$ cat config.mk
export PLATFORM = sky130hd
export DESIGN_NAME = spec_regbank
export DESIGN_NICKNAME = d
export VERILOG_FILES = /design/src/design/spec_pkg.sv /design/src/design/spec_regbank.sv
export VERILOG_INCLUDE_DIRS = /design/src /design/src/design
export SDC_FILE = /design/constraint.sdc
export NUM_CORES = 1
export LEC_CHECK = 0
export ABC_CLOCK_PERIOD_IN_PS = 1700
export BUFFER_PORTS_ARGS = -buffer_cell sky130_fd_sc_hd__buf_4
export CORE_MARGIN = 2
export CORE_UTILIZATION = 46
export DETAILED_ROUTE_END_ITERATION = 7
export PLACE_DENSITY_LB_ADDON = 0.3
export SYNTH_ARGS = -nofsm -noshare
export SYNTH_HDL_FRONTEND = slang
export SYNTH_SLANG_ARGS = --single-unit
$ cat constraint.sdc
create_clock -name CLK_I -period 1.7 [get_ports CLK_I]
set_input_delay 0.085 -clock CLK_I [delete_from_list [all_inputs] [get_ports CLK_I]]
set_output_delay 0.085 -clock CLK_I [all_outputs]
set_load 0.02 [all_outputs]
$ cat src/design/spec_consts.svh
// offsets, reset values and field positions of the system protect / eeprom register bank
//
// Functional notes
// protected bits writable only after key unlock
// 16-bit key register, reset zero, readable
// protected writes silently dropped while locked
// unlock persists until another key stored
// 3-bit ram size, reset 2KB
// 2-bit flash wait, reset one
// software sets flash wait before clock change
// eeprom reset bit resets to one
// eeprom reset low disables all functions
// software resets eeprom on missing completion
// supply on only while reprogram mode
// reprogram mode bit, reset zero
// strobe write gives one pulse, reads zero
// 8-bit program address, reset zero
// 8-bit program data, reset zero
// ecc and completion flags, write one clears
// request while flag and enable both one
// software clears flag before enabling
// enabling with flag set raises request
// macro events set the flags
// reserved bits read constants, ignore writes; bit 8 of the ram size register is stored and read back
`ifndef SPEC_CONSTS_SVH
`define SPEC_CONSTS_SVH

`define SPEC_OFS_KEY      4'h0
`define SPEC_OFS_RAMSZ    4'h1
`define SPEC_OFS_FWAIT    4'h2
`define SPEC_OFS_CTL0     4'h3
`define SPEC_OFS_CTL1     4'h4
`define SPEC_OFS_ADDR     4'h5
`define SPEC_OFS_WDAT     4'h6
`define SPEC_OFS_INTF     4'h7
`define SPEC_OFS_INTE     4'h8

`define SPEC_UNLOCK_KEY   16'h0096
`define SPEC_RST_KEY      16'h0000
`define SPEC_RST_RAMSZ    3'h2
`define SPEC_RST_FWAIT    2'h1
`define SPEC_RAMSZ_FIXED  16'h0020
`define SPEC_POS_XPOR     8
`define SPEC_POS_PWR      1
`define SPEC_POS_WMODE    0
`define SPEC_POS_ECC      1
`define SPEC_POS_DONE     0

`endif

$ cat src/design/spec_pkg.sv
// types of the system protect / eeprom register bank
package spec_pkg;
	typedef struct packed {
		logic       ecc;
		logic       done;
	} spec_irq_t;

	typedef struct packed {
		logic       reset_n;
		logic       reprogram_mode;
		logic       supply_on;
		logic       pulse;
		logic [7:0] address;
		logic [7:0] data;
	} spec_eep_t;
endpackage

$ cat src/design/spec_regbank.sv
// system protect key, ram size, flash wait and eeprom controller registers
//
// Chosen here: the register offsets and the Avalon-MM interface to the registers.
`include "spec_consts.svh"
`timescale 1ns/1ps
`default_nettype none
module spec_regbank (
	// clock and reset
	input  wire logic                CLK_I,
	input  wire logic                RESETN_I,
	input  wire logic                CE_I,
	// avalon-mm slave
	input  wire logic [5:0]          AVS_ADDRESS_I,
	input  wire logic                AVS_READ_I,
	input  wire logic                AVS_WRITE_I,
	input  wire logic [31:0]         AVS_WRITEDATA_I,
	input  wire logic [3:0]          AVS_BYTEENABLE_I,
	output logic      [31:0]         AVS_READDATA_O,
	output logic                     AVS_WAITREQUEST_O,
	output logic      [1:0]          AVS_RESPONSE_O,
	// eeprom macro
	output spec_pkg::spec_eep_t      EEP_O,
	input  wire logic                EEP_DONE_I,
	input  wire logic                EEP_ECC_I,
	// system settings and request
	output logic      [2:0]          RAM_SIZE_SELECT_O,
	output logic      [1:0]          FLASH_WAIT_CYCLES_O,
	output logic                     IRQ_O
);

	////////////////////////////////////////////////////////////////////////////////
	logic [15:0]         protect_key_value;
	logic [2:0]          ram_size_select;
	logic                ram_bit8;
	logic [1:0]          flash_wait_cycles;
	logic                eeprom_reset_release;
	logic                program_supply_on;
	logic                reprogram_mode;
	logic                program_pulse;
	logic [7:0]          program_byte_address;
	logic [7:0]          program_byte_data;
	spec_pkg::spec_irq_t flags;
	spec_pkg::spec_irq_t enables;
	logic                ack;
	logic [31:0]         rdata;
	logic [1:0]          resp;
	logic [1:0]          done_sync;
	logic [1:0]          ecc_sync;
	logic                done_prev;
	logic                ecc_prev;

	// one wait cycle, so the answer comes from flops and the master always sees it settle
	// a write lands only at the edge where the master sees waitrequest low
	wire       req       = (AVS_READ_I | AVS_WRITE_I) & ~ack;
	wire       wr        = AVS_WRITE_I & ack & CE_I;
	wire [3:0] idx       = AVS_ADDRESS_I[5:2];
	wire       in_range  = (AVS_ADDRESS_I[1:0] == 2'h0) && (idx <= `SPEC_OFS_INTE);
	wire       lo_be     = AVS_BYTEENABLE_I[0];
	wire       hi_be     = AVS_BYTEENABLE_I[1];
	wire       unlocked  = (protect_key_value == `SPEC_UNLOCK_KEY);
	wire       pwr       = unlocked & wr & lo_be & in_range;
	wire [15:0] wd       = AVS_WRITEDATA_I[15:0];
	wire       wr_key    = wr & in_range & (idx == `SPEC_OFS_KEY);
	wire       wr_ramsz  = pwr & (idx == `SPEC_OFS_RAMSZ);
	wire       wr_fwait  = pwr & (idx == `SPEC_OFS_FWAIT);
	wire       wr_ctl0   = pwr & (idx == `SPEC_OFS_CTL0);
	wire       wr_ctl0_h = unlocked & wr & hi_be & in_range & (idx == `SPEC_OFS_CTL0);
	wire       wr_ctl1   = pwr & (idx == `SPEC_OFS_CTL1);
	wire       wr_addr   = pwr & (idx == `SPEC_OFS_ADDR);
	wire       wr_wdat   = pwr & (idx == `SPEC_OFS_WDAT);
	wire       wr_intf   = pwr & (idx == `SPEC_OFS_INTF);
	wire       wr_inte   = pwr & (idx == `SPEC_OFS_INTE);
	wire       done_rise = done_sync[1] & ~done_prev;
	wire       ecc_rise  = ecc_sync[1] & ~ecc_prev;
	wire       set_done  = done_rise & eeprom_reset_release;
	wire       set_ecc   = ecc_rise & eeprom_reset_release;
	wire       clr_done  = wr_intf & wd[`SPEC_POS_DONE];
	wire       clr_ecc   = wr_intf & wd[`SPEC_POS_ECC];
	// strobe only fires in reprogram mode with the macro out of reset
	wire       fire      = wr_ctl1 & wd[0] & reprogram_mode & eeprom_reset_release;
	wire [15:0] next_ctl0_rd = {7'h00, eeprom_reset_release, 6'h00,
				program_supply_on, reprogram_mode};

	////////////////////////////////////////////////////////////////////////////////
	// read mux: reserved bits constant, bit 8 of the ram size register kept as stored
	logic [15:0] rd_word;
	always_comb begin
		case (idx)
			`SPEC_OFS_KEY:   rd_word = protect_key_value;
			`SPEC_OFS_RAMSZ: rd_word = `SPEC_RAMSZ_FIXED | {7'h00, ram_bit8, 5'h00,
						ram_size_select};
			`SPEC_OFS_FWAIT: rd_word = {14'h0000, flash_wait_cycles};
			`SPEC_OFS_CTL0:  rd_word = next_ctl0_rd;
			`SPEC_OFS_CTL1:  rd_word = 16'h0000;
			`SPEC_OFS_ADDR:  rd_word = {8'h00, program_byte_address};
			`SPEC_OFS_WDAT:  rd_word = {8'h00, program_byte_data};
			`SPEC_OFS_INTF:  rd_word = {14'h0000, flags.ecc, flags.done};
			`SPEC_OFS_INTE:  rd_word = {14'h0000, enables.ecc, enables.done};
			default:         rd_word = 16'h0000;
		endcase
	end

	////////////////////////////////////////////////////////////////////////////////
	always_ff @(posedge CLK_I or negedge RESETN_I) begin
		if (!RESETN_I) begin
			ack   <= 1'b0;
			rdata <= 32'h0000_0000;
			resp  <= 2'h0;
		end else if (CE_I) begin
			ack   <= req;
			rdata <= (AVS_READ_I & in_range) ? {16'h0000, rd_word} : 32'h0000_0000;
			resp  <= in_range ? 2'h0 : 2'h3;
		end
	end

	// key register takes any write; protection follows from its value
	always_ff @(posedge CLK_I or negedge RESETN_I) begin
		if (!RESETN_I) begin
			protect_key_value <= `SPEC_RST_KEY;
		end else if (wr_key) begin
			if (lo_be) begin
				protect_key_value[7:0] <= wd[7:0];
			end
			if (hi_be) begin
				protect_key_value[15:8] <= wd[15:8];
			end
		end
	end

	always_ff @(posedge CLK_I or negedge RESETN_I) begin
		if (!RESETN_I) begin
			ram_size_select   <= `SPEC_RST_RAMSZ;
			ram_bit8          <= 1'b0;
			flash_wait_cycles <= `SPEC_RST_FWAIT;
		end else begin
			if (wr_ramsz) begin
				ram_size_select <= wd[2:0];
			end
			if (unlocked & wr & hi_be & in_range & (idx == `SPEC_OFS_RAMSZ)) begin
				ram_bit8 <= wd[8];
			end
			if (wr_fwait) begin
				flash_wait_cycles <= wd[1:0];
			end
		end
	end

	always_ff @(posedge CLK_I or negedge RESETN_I) begin
		if (!RESETN_I) begin
			eeprom_reset_release <= 1'b1;
			program_supply_on    <= 1'b0;
			reprogram_mode       <= 1'b0;
			program_byte_address <= 8'h00;
			program_byte_data    <= 8'h00;
			program_pulse        <= 1'b0;
		end else if (CE_I) begin
			program_pulse <= fire;
			if (wr_ctl0_h) begin
				eeprom_reset_release <= wd[`SPEC_POS_XPOR];
			end
			if (wr_ctl0) begin
				program_supply_on <= wd[`SPEC_POS_PWR];
				reprogram_mode    <= wd[`SPEC_POS_WMODE];
			end
			if (wr_addr) begin
				program_byte_address <= wd[7:0];
			end
			if (wr_wdat) begin
				program_byte_data <= wd[7:0];
			end
		end
	end

	// event inputs come from the macro, so they are synchronised first
	always_ff @(posedge CLK_I or negedge RESETN_I) begin
		if (!RESETN_I) begin
			done_sync <= 2'h0;
			ecc_sync  <= 2'h0;
			done_prev <= 1'b0;
			ecc_prev  <= 1'b0;
		end else if (CE_I) begin
			done_sync <= {done_sync[0], EEP_DONE_I};
			ecc_sync  <= {ecc_sync[0], EEP_ECC_I};
			done_prev <= done_sync[1];
			ecc_prev  <= ecc_sync[1];
		end
	end

	// set wins over a simultaneous write-one clear
	always_ff @(posedge CLK_I or negedge RESETN_I) begin
		if (!RESETN_I) begin
			flags   <= '0;
			enables <= '0;
		end else if (CE_I) begin
			flags.done <= set_done | (flags.done & ~clr_done);
			flags.ecc  <= set_ecc | (flags.ecc & ~clr_ecc);
			if (wr_inte) begin
				enables.done <= wd[`SPEC_POS_DONE];
				enables.ecc  <= wd[`SPEC_POS_ECC];
			end
		end
	end

	////////////////////////////////////////////////////////////////////////////////
	// macro side: mode and supply forced off while the macro is held in reset; address and data pass through
	assign EEP_O.reset_n        = eeprom_reset_release;
	assign EEP_O.reprogram_mode = reprogram_mode & eeprom_reset_release;
	assign EEP_O.supply_on      = program_supply_on & reprogram_mode
				& eeprom_reset_release;
	assign EEP_O.pulse          = program_pulse;
	assign EEP_O.address        = program_byte_address;
	assign EEP_O.data           = program_byte_data;
	assign RAM_SIZE_SELECT_O    = ram_size_select;
	assign FLASH_WAIT_CYCLES_O  = flash_wait_cycles;
	// level request: turning an enable on over a set flag raises it at once
	assign IRQ_O = (flags.done & enables.done) | (flags.ecc & enables.ecc);
	assign AVS_READDATA_O    = rdata;
	assign AVS_WAITREQUEST_O = ~ack;
	assign AVS_RESPONSE_O    = resp;

	////////////////////////////////////////////////////////////////////////////////
	property p_locked_ramsz;
		@(posedge CLK_I) disable iff (!RESETN_I)
		(!unlocked && wr) |=> $stable(ram_size_select) && $stable(program_byte_data);
	endproperty
	a_locked_ramsz: assert property (p_locked_ramsz) else $error("locked write changed");

	property p_unlock_write;
		@(posedge CLK_I) disable iff (!RESETN_I)
		wr_addr |=> program_byte_address == $past(wd[7:0]);
	endproperty
	a_unlock_write: assert property (p_unlock_write) else $error("unlocked write lost");

	property p_pulse_one;
		@(posedge CLK_I) disable iff (!RESETN_I)
		(EEP_O.pulse && CE_I) |=> !EEP_O.pulse;
	endproperty
	a_pulse_one: assert property (p_pulse_one) else $error("pulse wider than one");

	property p_pulse_mode;
		@(posedge CLK_I) disable iff (!RESETN_I)
		EEP_O.pulse |-> $past(reprogram_mode) && $past(unlocked);
	endproperty
	a_pulse_mode: assert property (p_pulse_mode) else $error("pulse outside mode");

	property p_supply;
		@(posedge CLK_I) disable iff (!RESETN_I)
		EEP_O.supply_on |-> reprogram_mode && eeprom_reset_release;
	endproperty
	a_supply: assert property (p_supply) else $error("supply without mode");

	property p_irq;
		@(posedge CLK_I) disable iff (!RESETN_I)
		(flags.done && enables.done) |-> IRQ_O;
	endproperty
	a_irq: assert property (p_irq) else $error("request missing");

	property p_set_wins;
		@(posedge CLK_I) disable iff (!RESETN_I)
		(set_done && CE_I) |=> flags.done;
	endproperty
	a_set_wins: assert property (p_set_wins) else $error("completion event lost");

	property p_clear;
		@(posedge CLK_I) disable iff (!RESETN_I)
		(clr_ecc && !set_ecc && CE_I) |=> !flags.ecc;
	endproperty
	a_clear: assert property (p_clear) else $error("flag not cleared");

	property p_reset_off;
		@(posedge CLK_I) disable iff (!RESETN_I)
		!eeprom_reset_release |-> !EEP_O.reprogram_mode && !EEP_O.supply_on;
	endproperty
	a_reset_off: assert property (p_reset_off) else $error("active in reset");

	property p_key_rel;
		@(posedge CLK_I) disable iff (!RESETN_I)
		(wr_key && lo_be && hi_be && wd != `SPEC_UNLOCK_KEY) |=> !unlocked;
	endproperty
	a_key_rel: assert property (p_key_rel) else $error("relock failed");

	property p_key_store;
		@(posedge CLK_I) disable iff (!RESETN_I)
		(wr_key && lo_be && hi_be) |=> protect_key_value == $past(wd);
	endproperty
	a_key_store: assert property (p_key_store) else $error("key not stored");

	property p_key_hold;
		@(posedge CLK_I) disable iff (!RESETN_I)
		(unlocked && !wr_key) |=> unlocked;
	endproperty
	a_key_hold: assert property (p_key_hold) else $error("unlock lost");

	property p_locked_ctl;
		@(posedge CLK_I) disable iff (!RESETN_I)
		(!unlocked && wr) |=> $stable(reprogram_mode) && $stable(program_supply_on)
			&& $stable(eeprom_reset_release);
	endproperty
	a_locked_ctl: assert property (p_locked_ctl) else $error("locked control changed");

	property p_locked_misc;
		@(posedge CLK_I) disable iff (!RESETN_I)
		(!unlocked && wr) |=> $stable(flash_wait_cycles) && $stable(program_byte_address)
			&& $stable(enables);
	endproperty
	a_locked_misc: assert property (p_locked_misc) else $error("locked field changed");

	property p_locked_flags;
		@(posedge CLK_I) disable iff (!RESETN_I)
		(!unlocked && wr && !set_done && !set_ecc) |=> $stable(flags);
	endproperty
	a_locked_flags: assert property (p_locked_flags) else $error("locked flag changed");

	property p_ramsz_write;
		@(posedge CLK_I) disable iff (!RESETN_I)
		wr_ramsz |=> ram_size_select == $past(wd[2:0]);
	endproperty
	a_ramsz_write: assert property (p_ramsz_write) else $error("ram size lost");

	property p_fwait_write;
		@(posedge CLK_I) disable iff (!RESETN_I)
		wr_fwait |=> flash_wait_cycles == $past(wd[1:0]);
	endproperty
	a_fwait_write: assert property (p_fwait_write) else $error("flash wait lost");

	property p_data_write;
		@(posedge CLK_I) disable iff (!RESETN_I)
		wr_wdat |=> program_byte_data == $past(wd[7:0]);
	endproperty
	a_data_write: assert property (p_data_write) else $error("program data lost");

	property p_pulse_fire;
		@(posedge CLK_I) disable iff (!RESETN_I)
		fire |=> EEP_O.pulse;
	endproperty
	a_pulse_fire: assert property (p_pulse_fire) else $error("strobe gave no pulse");

	property p_strobe_read;
		@(posedge CLK_I) disable iff (!RESETN_I)
		(!AVS_WAITREQUEST_O && AVS_READ_I && in_range && idx == `SPEC_OFS_CTL1)
			|-> AVS_READDATA_O == 32'h0000_0000;
	endproperty
	a_strobe_read: assert property (p_strobe_read) else $error("strobe read not zero");

	property p_irq_ecc;
		@(posedge CLK_I) disable iff (!RESETN_I)
		(flags.ecc && enables.ecc) |-> IRQ_O;
	endproperty
	a_irq_ecc: assert property (p_irq_ecc) else $error("ecc request missing");

	property p_irq_enable;
		@(posedge CLK_I) disable iff (!RESETN_I)
		(wr_inte && wd[`SPEC_POS_DONE] && flags.done) |=> IRQ_O;
	endproperty
	a_irq_enable: assert property (p_irq_enable) else $error("enable over flag silent");

	property p_ecc_set;
		@(posedge CLK_I) disable iff (!RESETN_I)
		(set_ecc && CE_I) |=> flags.ecc;
	endproperty
	a_ecc_set: assert property (p_ecc_set) else $error("ecc event lost");

	property p_events_off;
		@(posedge CLK_I) disable iff (!RESETN_I)
		(!eeprom_reset_release && !flags.done && CE_I) |=> !flags.done;
	endproperty
	a_events_off: assert property (p_events_off) else $error("event taken in reset");

	property p_reset_pulse;
		@(posedge CLK_I) disable iff (!RESETN_I)
		!eeprom_reset_release |=> !EEP_O.pulse;
	endproperty
	a_reset_pulse: assert property (p_reset_pulse) else $error("pulse in reset");

	property p_write_zero;
		@(posedge CLK_I) disable iff (!RESETN_I)
		(wr_intf && !wd[`SPEC_POS_DONE] && flags.done) |=> flags.done;
	endproperty
	a_write_zero: assert property (p_write_zero) else $error("zero write cleared");

	property p_unmapped;
		@(posedge CLK_I) disable iff (!RESETN_I)
		(!AVS_WAITREQUEST_O && !in_range) |-> AVS_RESPONSE_O == 2'h3
			&& AVS_READDATA_O == 32'h0000_0000;
	endproperty
	a_unmapped: assert property (p_unmapped) else $error("unmapped answer wrong");
endmodule
`default_nettype wire

==> results.tsv, run 1 <==
stage	metric	value	unit
worst_setup_path	arrival time worst endpoint	2.17	ns
cts	CTS tree	done	
routing	detailed router's first-iteration violation count	156	
cts	number of buffers inserted during clock tree synthesis	9	
cts	buffer type at the clock tree root	sky130_fd_sc_hd__clkbuf_8	
synthesis	Yosys Warn Count	0	
worst_setup_path	Critical Path, Cell by Cell	and4bb_2 -> nand4_4 -> nor3_4 -> buf_6 -> mux2_4	
power_and_ir_drop	leakage	2.45	nW
finish	Final Net Count	473	
hold_path	endpoint of the worst hold-timing path	protect_key_value[14]	
die	Core Footprint	7290	um2
global_route	overall global routing resource usage	0.225	
timing	count of pins over their slew limit	0	
synthesis	top flip-flop cell by instance count after synthesis	sky130_fd_sc_hd__dfrtp_1	
global_route	initial antenna violation count	0	
placement	Port Buffer Count	75	
power_and_ir_drop	power density over the cells	689	nW/um2
timing	share of the cycle needed by the critical path after routing	1.14	
worst_setup_path	startpoint of the lowest-slack register-to-register path	protect_key_value[15]	
synthesis	Synth area leaders	sky130_fd_sc_hd__dfrtp_1 (48%), sky130_fd_sc_hd__mux2_2 (15%), sky130_fd_sc_hd__buf_4 (4.1%), sky130_fd_sc_hd__dfstp_2 (2.3%), sky130_fd_sc_hd__inv_1 (2.3%)	
global_route	wire length of the first global-routing pass	14800	um
worst_setup_path	Crit path required time	1.93	ns
synthesis	number of different library cells in the post-synthesis netlist	52	
timing	setup repair after global routing missed its margin	yes	
worst_setup_path	critical setup path kind	register to register	
routing	DRT Pass-1 Iters	5	
timing	upper clock frequency limit	516	MHz
hold_path	path type of the worst min-delay path	input port to register	
die	width of the chip	91.2	um
worst_setup_path	Critical Path Max Stage Delay	0.43	ns
worst_setup_path	number of buffers and inverters on the critical path	1	
placement	routability cong.	0.819	
cts	clock latency on the worst-skew pair	0.35	ns
finish	commonest non-fill, non-tap cells in the layout	sky130_fd_sc_hd__buf_4 (105), sky130_fd_sc_hd__dfrtp_1 (67), sky130_fd_sc_hd__mux2_4 (27), sky130_fd_sc_hd__mux2_2 (23), sky130_fd_sc_hd__inv_1 (21)	
timing	final-report setup violation count	28	
die	die span in y	91.2	um
cts	clock slew at the register clock pins of the worst setup and hold paths	0.08	ns
synthesis	count of flip-flops with a built-in enable after synthesis	0	
synthesis	Mean Syn Cell Area	11.9	um2
placement	half-perimeter wire length of the detailed placement result	6040	um
run_status	run status	finished with violations	
die	Row Count	31	
die	IO Pins	110	
placement	Area after DPL	4350	um2
worst_setup_path	cell family contributing the most delay on the critical path	simple AND/OR/NAND/NOR gates	
worst_setup_path	kind of start point of the critical path	register	
power_and_ir_drop	maximum vdd drop	0.424	mV
cts	number of H-tree branching levels	3	
synthesis	gate count of the mapped netlist	293	
finish	antenna diode count	0	
synthesis	number of synthesized register bits	70	
finish	most common library cell in the layout ignoring fill and taps	sky130_fd_sc_hd__buf_4	
timing	setup slack after layout	-0.239	ns
run_status	violations in the final reports	negative setup slack	
worst_setup_path	worst-path fanout max	5	
worst_setup_path	master of the slowest instance on the critical path	sky130_fd_sc_hd__dfrtp_1	
hold_path	hold depth	2	
finish	# fillers	528	
routing	average vias per placed instance	5.28	
global_route	via count of the first global-routing pass	2899	
die	initial core utilization	0.480	
finish	Seq. cell area	1760	um2
routing	post-route antenna net violation count	0	
timing	Min Clock Period, post-route	1.94	ns
finish	area added between synthesis and finish	43.4	%
global_route	maximum number of pins on one net before global-route repair	37	
global_route	total grt overflow	0	
routing	wirelength, routed	9190	um
synthesis	dominant cell type by area after synthesis	sky130_fd_sc_hd__dfrtp_1	
cts	Bufs on Longest Clock Path	2	
synthesis	share of synthesized flip-flops with an asynchronous set or reset	1.00	
cts	clock sinks	70	
timing	Max Clock Skew	0.0161	ns
synthesis	share of synthesized area occupied by flip-flops and latches	0.502	
finish	post-route standard cell area excluding fillers	5020	um2
worst_setup_path	r2r endpoint	program_byte_data[6]	
routing	vias after detailed routing	2786	
finish	Post-Route Utilization	0.688	
routing	DRC viols	0	
placement	setup slack after placement	-0.262	ns
worst_setup_path	Worst Reg2Reg Path Length in Cells	5	
routing	average wire per cell in the routed design	17.4	um
finish	area used by multi-input combinational logic	1740	um2
hold_path	critical hold path startpoint	AVS_WRITEDATA_I[14]	
die	area enclosed by the die boundary	8320	um2
finish	ratio of cells with drive above 1 in the final layout	0.497	
flow_run	max-cap violations	0	
worst_setup_path	Worst R2R Setup Slack	-0.24	ns
synthesis	share of Yosys cell area claimed by the top area cell type	0.479	
timing	final count of hold timing violations	0	
worst_setup_path	Critical Path Sink Type	register	
synthesis	area of the mapped netlist	3500	um2
==> metrics by stage <==
stage	hold WS (ns)	std cells	TNS (ns)	power, W
6_report	0.00302	528	-5.69	0.00346
5_1_grt	0.0102	528	-7.46	0.00359
4_1_cts	0.000921	524	-4.39	0.00347
3_5_place_dp	0.0697	487	-5.78	0.00209
3_3_place_gp	0.0661	487	-3.37	0.00208
2_1_floorplan	-0.211	308	-1.99	0.00194
==> registers in the layout, indices dropped and copies added, names as in the netlist, 2 cells and up <==
signal / count
AVS_READDATA_O: 16
program_byte_address: 8
FLASH_WAIT_CYCLES_O: 2
protect_key_value: 16
enables: 2
RAM_SIZE_SELECT_O: 3
flags: 2
program_byte_data: 8
ecc_sync: 2
done_sync: 2
==> layer usage <==
metal,global-route usage,vias up,part of all wire
met3,0.0299,10,0.056
met2,0.362,104,0.50
li1,-,1279,-
met1,0.318,1393,0.44
met5,0,-,0
met4,0.0732,0,0.0089
==> cell families after synthesis <==
| group | count (synthesis) | synth area share |
|---|---|---|
| compound gates | 43 | 0.0865 |
| buf+inv | 51 | 0.0772 |
| flops | 70 | 0.502 |
| mux | 54 | 0.179 |
| other cells | 1 | 0.00107 |
| simple gates | 74 | 0.154 |
==> layout make-up <==
class	instances	share of cell area
Timing Repair Buffer	134	0.223
Tap cell	99	0.0247
Inverter	21	0.0157
Clock buffer	10	0.0274
Multi-Input combinational cell	188	0.347
Clock inverter	6	0.0122
Sequential cell	70	0.350
==> power by group <==
| part | switching (W) | internal [W] |
|---|---|---|
| combinational | 0.000216 | 0.000169 |
| clock | 0.000638 | 0.000712 |
| sequential | 0.0000225 | 0.00170 |
| total | 0.000877 | 0.00258 |
==> synth_stat cells (2+ instances only) <==
cell	number
sky130_fd_sc_hd__nand4_4	2
sky130_fd_sc_hd__and2_1	3
sky130_fd_sc_hd__inv_1	21
sky130_fd_sc_hd__o22ai_1	7
sky130_fd_sc_hd__nand3_1	5
sky130_fd_sc_hd__nand2_1	18
sky130_fd_sc_hd__a22o_1	5
sky130_fd_sc_hd__nor4_2	3
sky130_fd_sc_hd__nand3b_1	2
sky130_fd_sc_hd__clkbuf_1	5
sky130_fd_sc_hd__dfrtp_1	67
sky130_fd_sc_hd__a21oi_1	7
sky130_fd_sc_hd__nor4b_2	2
sky130_fd_sc_hd__mux2_2	47
sky130_fd_sc_hd__nor2_1	6
sky130_fd_sc_hd__nor2b_1	5
sky130_fd_sc_hd__o21ai_0	10
sky130_fd_sc_hd__nor3_4	2
sky130_fd_sc_hd__dfstp_2	3
sky130_fd_sc_hd__and3_1	3
sky130_fd_sc_hd__nor3b_1	4
sky130_fd_sc_hd__o32ai_1	2
sky130_fd_sc_hd__mux2i_1	2
sky130_fd_sc_hd__mux2_1	3
sky130_fd_sc_hd__buf_4	19
sky130_fd_sc_hd__and4bb_2	2
sky130_fd_sc_hd__nand3_2	2
sky130_fd_sc_hd__mux4_2	2
sky130_fd_sc_hd__nor3_1	3
sky130_fd_sc_hd__nand2b_1	4
sky130_fd_sc_hd__buf_2	6
==> how the worst max path moves through the flow <==
stage                                     start                 endpoint  slack, ns  depth (start not counted)
after CTS                  protect_key_value[3]           reprogram_mode      -0.23                          5
after global routing      protect_key_value[14]     program_byte_data[7]      -0.29                          5
final                     protect_key_value[15]     program_byte_data[6]      -0.24                          5
after floorplan           protect_key_value[14]  program_byte_address[2]      -0.11                          4
after global placement    protect_key_value[13]   FLASH_WAIT_CYCLES_O[1]      -0.25                          6
after detailed placement  protect_key_value[14]   FLASH_WAIT_CYCLES_O[1]      -0.26                          5
==> repair_timing <==
| action | CTS | global route |
|---|---|---|
| endpoints found under the hold margin | 54 | 0 |
| gates resized for setup | 35 | 16 |
| pin swaps | 8 | 8 |
| buffers inserted | 4 | 4 |
| setup endpoints to repair | 30 | 30 |
| gates cloned | 1 | 0 |
| hold buffers | 17 | 0 |
Power figures use the tool's default switching activity.
==> inputs of run 2 (changes only) <==
--- a/config.mk
+++ b/config.mk
@@ -7,10 +7,11 @@
 export NUM_CORES = 1
 export LEC_CHECK = 0
 export ABC_CLOCK_PERIOD_IN_PS = 1700
-export BUFFER_PORTS_ARGS = -buffer_cell sky130_fd_sc_hd__buf_4
 export CORE_MARGIN = 2
-export CORE_UTILIZATION = 46
+export CORE_UTILIZATION = 47
+export CTS_CLUSTER_SIZE = 24
 export DETAILED_ROUTE_END_ITERATION = 7
+export DONT_BUFFER_PORTS = 1
 export PLACE_DENSITY_LB_ADDON = 0.3
 export SYNTH_ARGS = -nofsm -noshare
 export SYNTH_HDL_FRONTEND = slang
==> results.tsv, run 2 (same netlist as run 1, synthesis figures left out) <==
stage	metric	value	unit
placement	half-perimeter wire length of the detailed placement result	5590	um
placement	Area after DPL	3750	um2
hold_path	endpoint of the worst hold-timing path	flags[1]	
die	initial core utilization	0.485	
timing	actual transition at the worst max-transition pin	1.02	ns
worst_setup_path	arrival time worst endpoint	2.12	ns
die	area enclosed by the die boundary	8150	um2
timing	Max-slew headroom	0.318	
cts	clock slew at the register clock pins of the worst setup and hold paths	0.08	ns
hold_path	path type of the worst min-delay path	input port to register	
power_and_ir_drop	power density over the cells	726	nW/um2
worst_setup_path	Worst Reg2Reg Path Length in Cells	5	
flow_run	max-cap violations	0	
worst_setup_path	startpoint of the lowest-slack register-to-register path	protect_key_value[15]	
routing	wirelength, routed	8510	um
timing	upper clock frequency limit	531	MHz
worst_setup_path	kind of start point of the critical path	register	
global_route	wire length of the first global-routing pass	13900	um
worst_setup_path	Critical Path, Cell by Cell	and4bb_2 -> nand4_4 -> nor3_4 -> buf_4 -> mux2_2	
worst_setup_path	worst-path fanout max	5	
worst_setup_path	Critical Path Sink Type	register	
global_route	overall global routing resource usage	0.221	
global_route	via count of the first global-routing pass	2571	
cts	number of H-tree branching levels	3	
cts	clock latency on the worst-skew pair	0.35	ns
hold_path	hold depth	3	
placement	setup slack after placement	-0.266	ns
timing	final count of hold timing violations	0	
routing	DRT Pass-1 Iters	4	
timing	share of the cycle needed by the critical path after routing	1.11	
power_and_ir_drop	maximum vdd drop	0.352	mV
die	IO Pins	110	
routing	average vias per placed instance	5.40	
worst_setup_path	Critical Path Max Stage Delay	0.40	ns
finish	ratio of cells with drive above 1 in the final layout	0.363	
cts	CTS tree	done	
worst_setup_path	Crit path required time	1.93	ns
routing	vias after detailed routing	2484	
placement	Port Buffer Count	0	
timing	Max Clock Skew	0.0118	ns
timing	setup repair after global routing missed its margin	yes	
timing	setup slack after layout	-0.185	ns
timing	final-report setup violation count	29	
cts	buffer type at the clock tree root	sky130_fd_sc_hd__clkbuf_8	
timing	count of pins over their slew limit	0	
cts	Bufs on Longest Clock Path	2	
routing	DRC viols	0	
routing	detailed router's first-iteration violation count	206	
global_route	total grt overflow	0	
finish	area added between synthesis and finish	25.5	%
die	die span in y	90.3	um
cts	clock sinks	70	
worst_setup_path	number of buffers and inverters on the critical path	1	
finish	most common library cell in the layout ignoring fill and taps	sky130_fd_sc_hd__dfrtp_1	
global_route	maximum number of pins on one net before global-route repair	71	
global_route	initial antenna violation count	0	
finish	fin cells	460	
finish	Final Net Count	405	
die	Row Count	31	
finish	commonest non-fill, non-tap cells in the layout	sky130_fd_sc_hd__dfrtp_1 (67), sky130_fd_sc_hd__buf_4 (35), sky130_fd_sc_hd__mux2_2 (28), sky130_fd_sc_hd__dlygate4sd3_1 (26), sky130_fd_sc_hd__mux2_4 (22)	
worst_setup_path	r2r endpoint	program_byte_data[4]	
worst_setup_path	cell family contributing the most delay on the critical path	simple AND/OR/NAND/NOR gates	
run_status	run status	finished with violations	
die	width of the chip	90.3	um
routing	average wire per cell in the routed design	18.5	um
worst_setup_path	critical setup path kind	register to register	
cts	number of buffers inserted during clock tree synthesis	9	
die	Core Footprint	7210	um2
hold_path	critical hold path startpoint	AVS_ADDRESS_I[4]	
finish	post-route standard cell area excluding fillers	4390	um2
worst_setup_path	master of the slowest instance on the critical path	sky130_fd_sc_hd__dfrtp_1	
finish	antenna diode count	0	
placement	cell count after placement	411	
worst_setup_path	Worst R2R Setup Slack	-0.18	ns
power_and_ir_drop	leakage	1.99	nW
placement	routability cong.	0.859	
routing	post-route antenna net violation count	0	
run_status	violations in the final reports	negative setup slack	
timing	Min Clock Period, post-route	1.88	ns
## run 2: cell types whose count changed in the layout (fill, tap and decap cells not counted), moves of 2 or more
cell	change
sky130_fd_sc_hd__dlygate4sd3_1	+9
sky130_fd_sc_hd__buf_12	-3
sky130_fd_sc_hd__mux2_4	-5
sky130_fd_sc_hd__nor3_2	+3
sky130_fd_sc_hd__buf_4	-70
sky130_fd_sc_hd__mux2_2	+5
sky130_fd_sc_hd__nor4_2	+3
sky130_fd_sc_hd__buf_6	-6
sky130_fd_sc_hd__nor3_4	-3
sky130_fd_sc_hd__nor4_4	-3
sky130_fd_sc_hd__clkbuf_1	+2
## run 2: repair_timing
item / CTS / global route
hold endpoints to repair: 139 / 70
pin swaps: 4 / 2
cloned: 1 / 0
setup endpoints to repair: 28 / 31
buffers inserted: 2 / 2
hold buffers: 26 / 2
resized for setup: 20 / 12
## run 2: worst max-delay path by stage
stage | from | endpoint | slack [ns] | cells after the start
floorplan | protect_key_value[14] | program_byte_address[2] | -0.11 | 4
global placement | protect_key_value[13] | FLASH_WAIT_CYCLES_O[1] | -0.24 | 5
detailed placement | protect_key_value[13] | FLASH_WAIT_CYCLES_O[1] | -0.27 | 5
CTS | protect_key_value[13] | program_byte_data[4] | -0.20 | 6
global route | protect_key_value[13] | reprogram_mode | -0.31 | 6
finish | protect_key_value[15] | program_byte_data[4] | -0.18 | 5
## run 2: routing by layer
layer	GRT usage	vias to the layer above	wire length, um
li1	-	1143	-
met1	0.292	1229	3610
met2	0.341	98	4070
met3	0.0701	14	694
met4	0.0846	0	138
met5	0	-	0
## run 2: report_power, final
part,internal [W],leakage [nW],switching [W]
logic,0.000126,0.960,0.000160
registers,0.00170,0.947,0.0000269
clock network,0.000563,0.0861,0.000614
## run 2: worst reg2reg max path, stage by stage, from the launching register on
cell and delay [ns]:
sky130_fd_sc_hd__dfrtp_1 0.40, sky130_fd_sc_hd__and4bb_2 0.39, sky130_fd_sc_hd__nand4_4 0.21, sky130_fd_sc_hd__nor3_4 0.27
sky130_fd_sc_hd__buf_4 0.17, sky130_fd_sc_hd__mux2_2 0.33
## run 2: cell type report
| class | instances | area (um2) |
|---|---|---|
| clock buffers | 12 | 145 |
| clock inverters | 4 | 22.5 |
| fillers | 602 | 2820 |
| inverters | 21 | 78.8 |
| multi-input cells | 188 | 1670 |
| flip-flops and latches | 70 | 1760 |
| well taps | 99 | 124 |
| repair buffers | 66 | 597 |
## run 2: per-stage QoR
step	utilization	setup TNS, ns	total power [W]	hold WS (ns)
2_1_floorplan	-	-1.99	0.00194	-0.211
3_3_place_gp	0.520	-3.95	0.00191	-0.209
3_5_place_dp	0.520	-4.81	0.00192	-0.209
4_1_cts	0.595	-4.44	0.00317	-0.588
5_1_grt	0.609	-7.80	0.00333	0.0378
6_report	0.609	-4.09	0.00319	0.0343
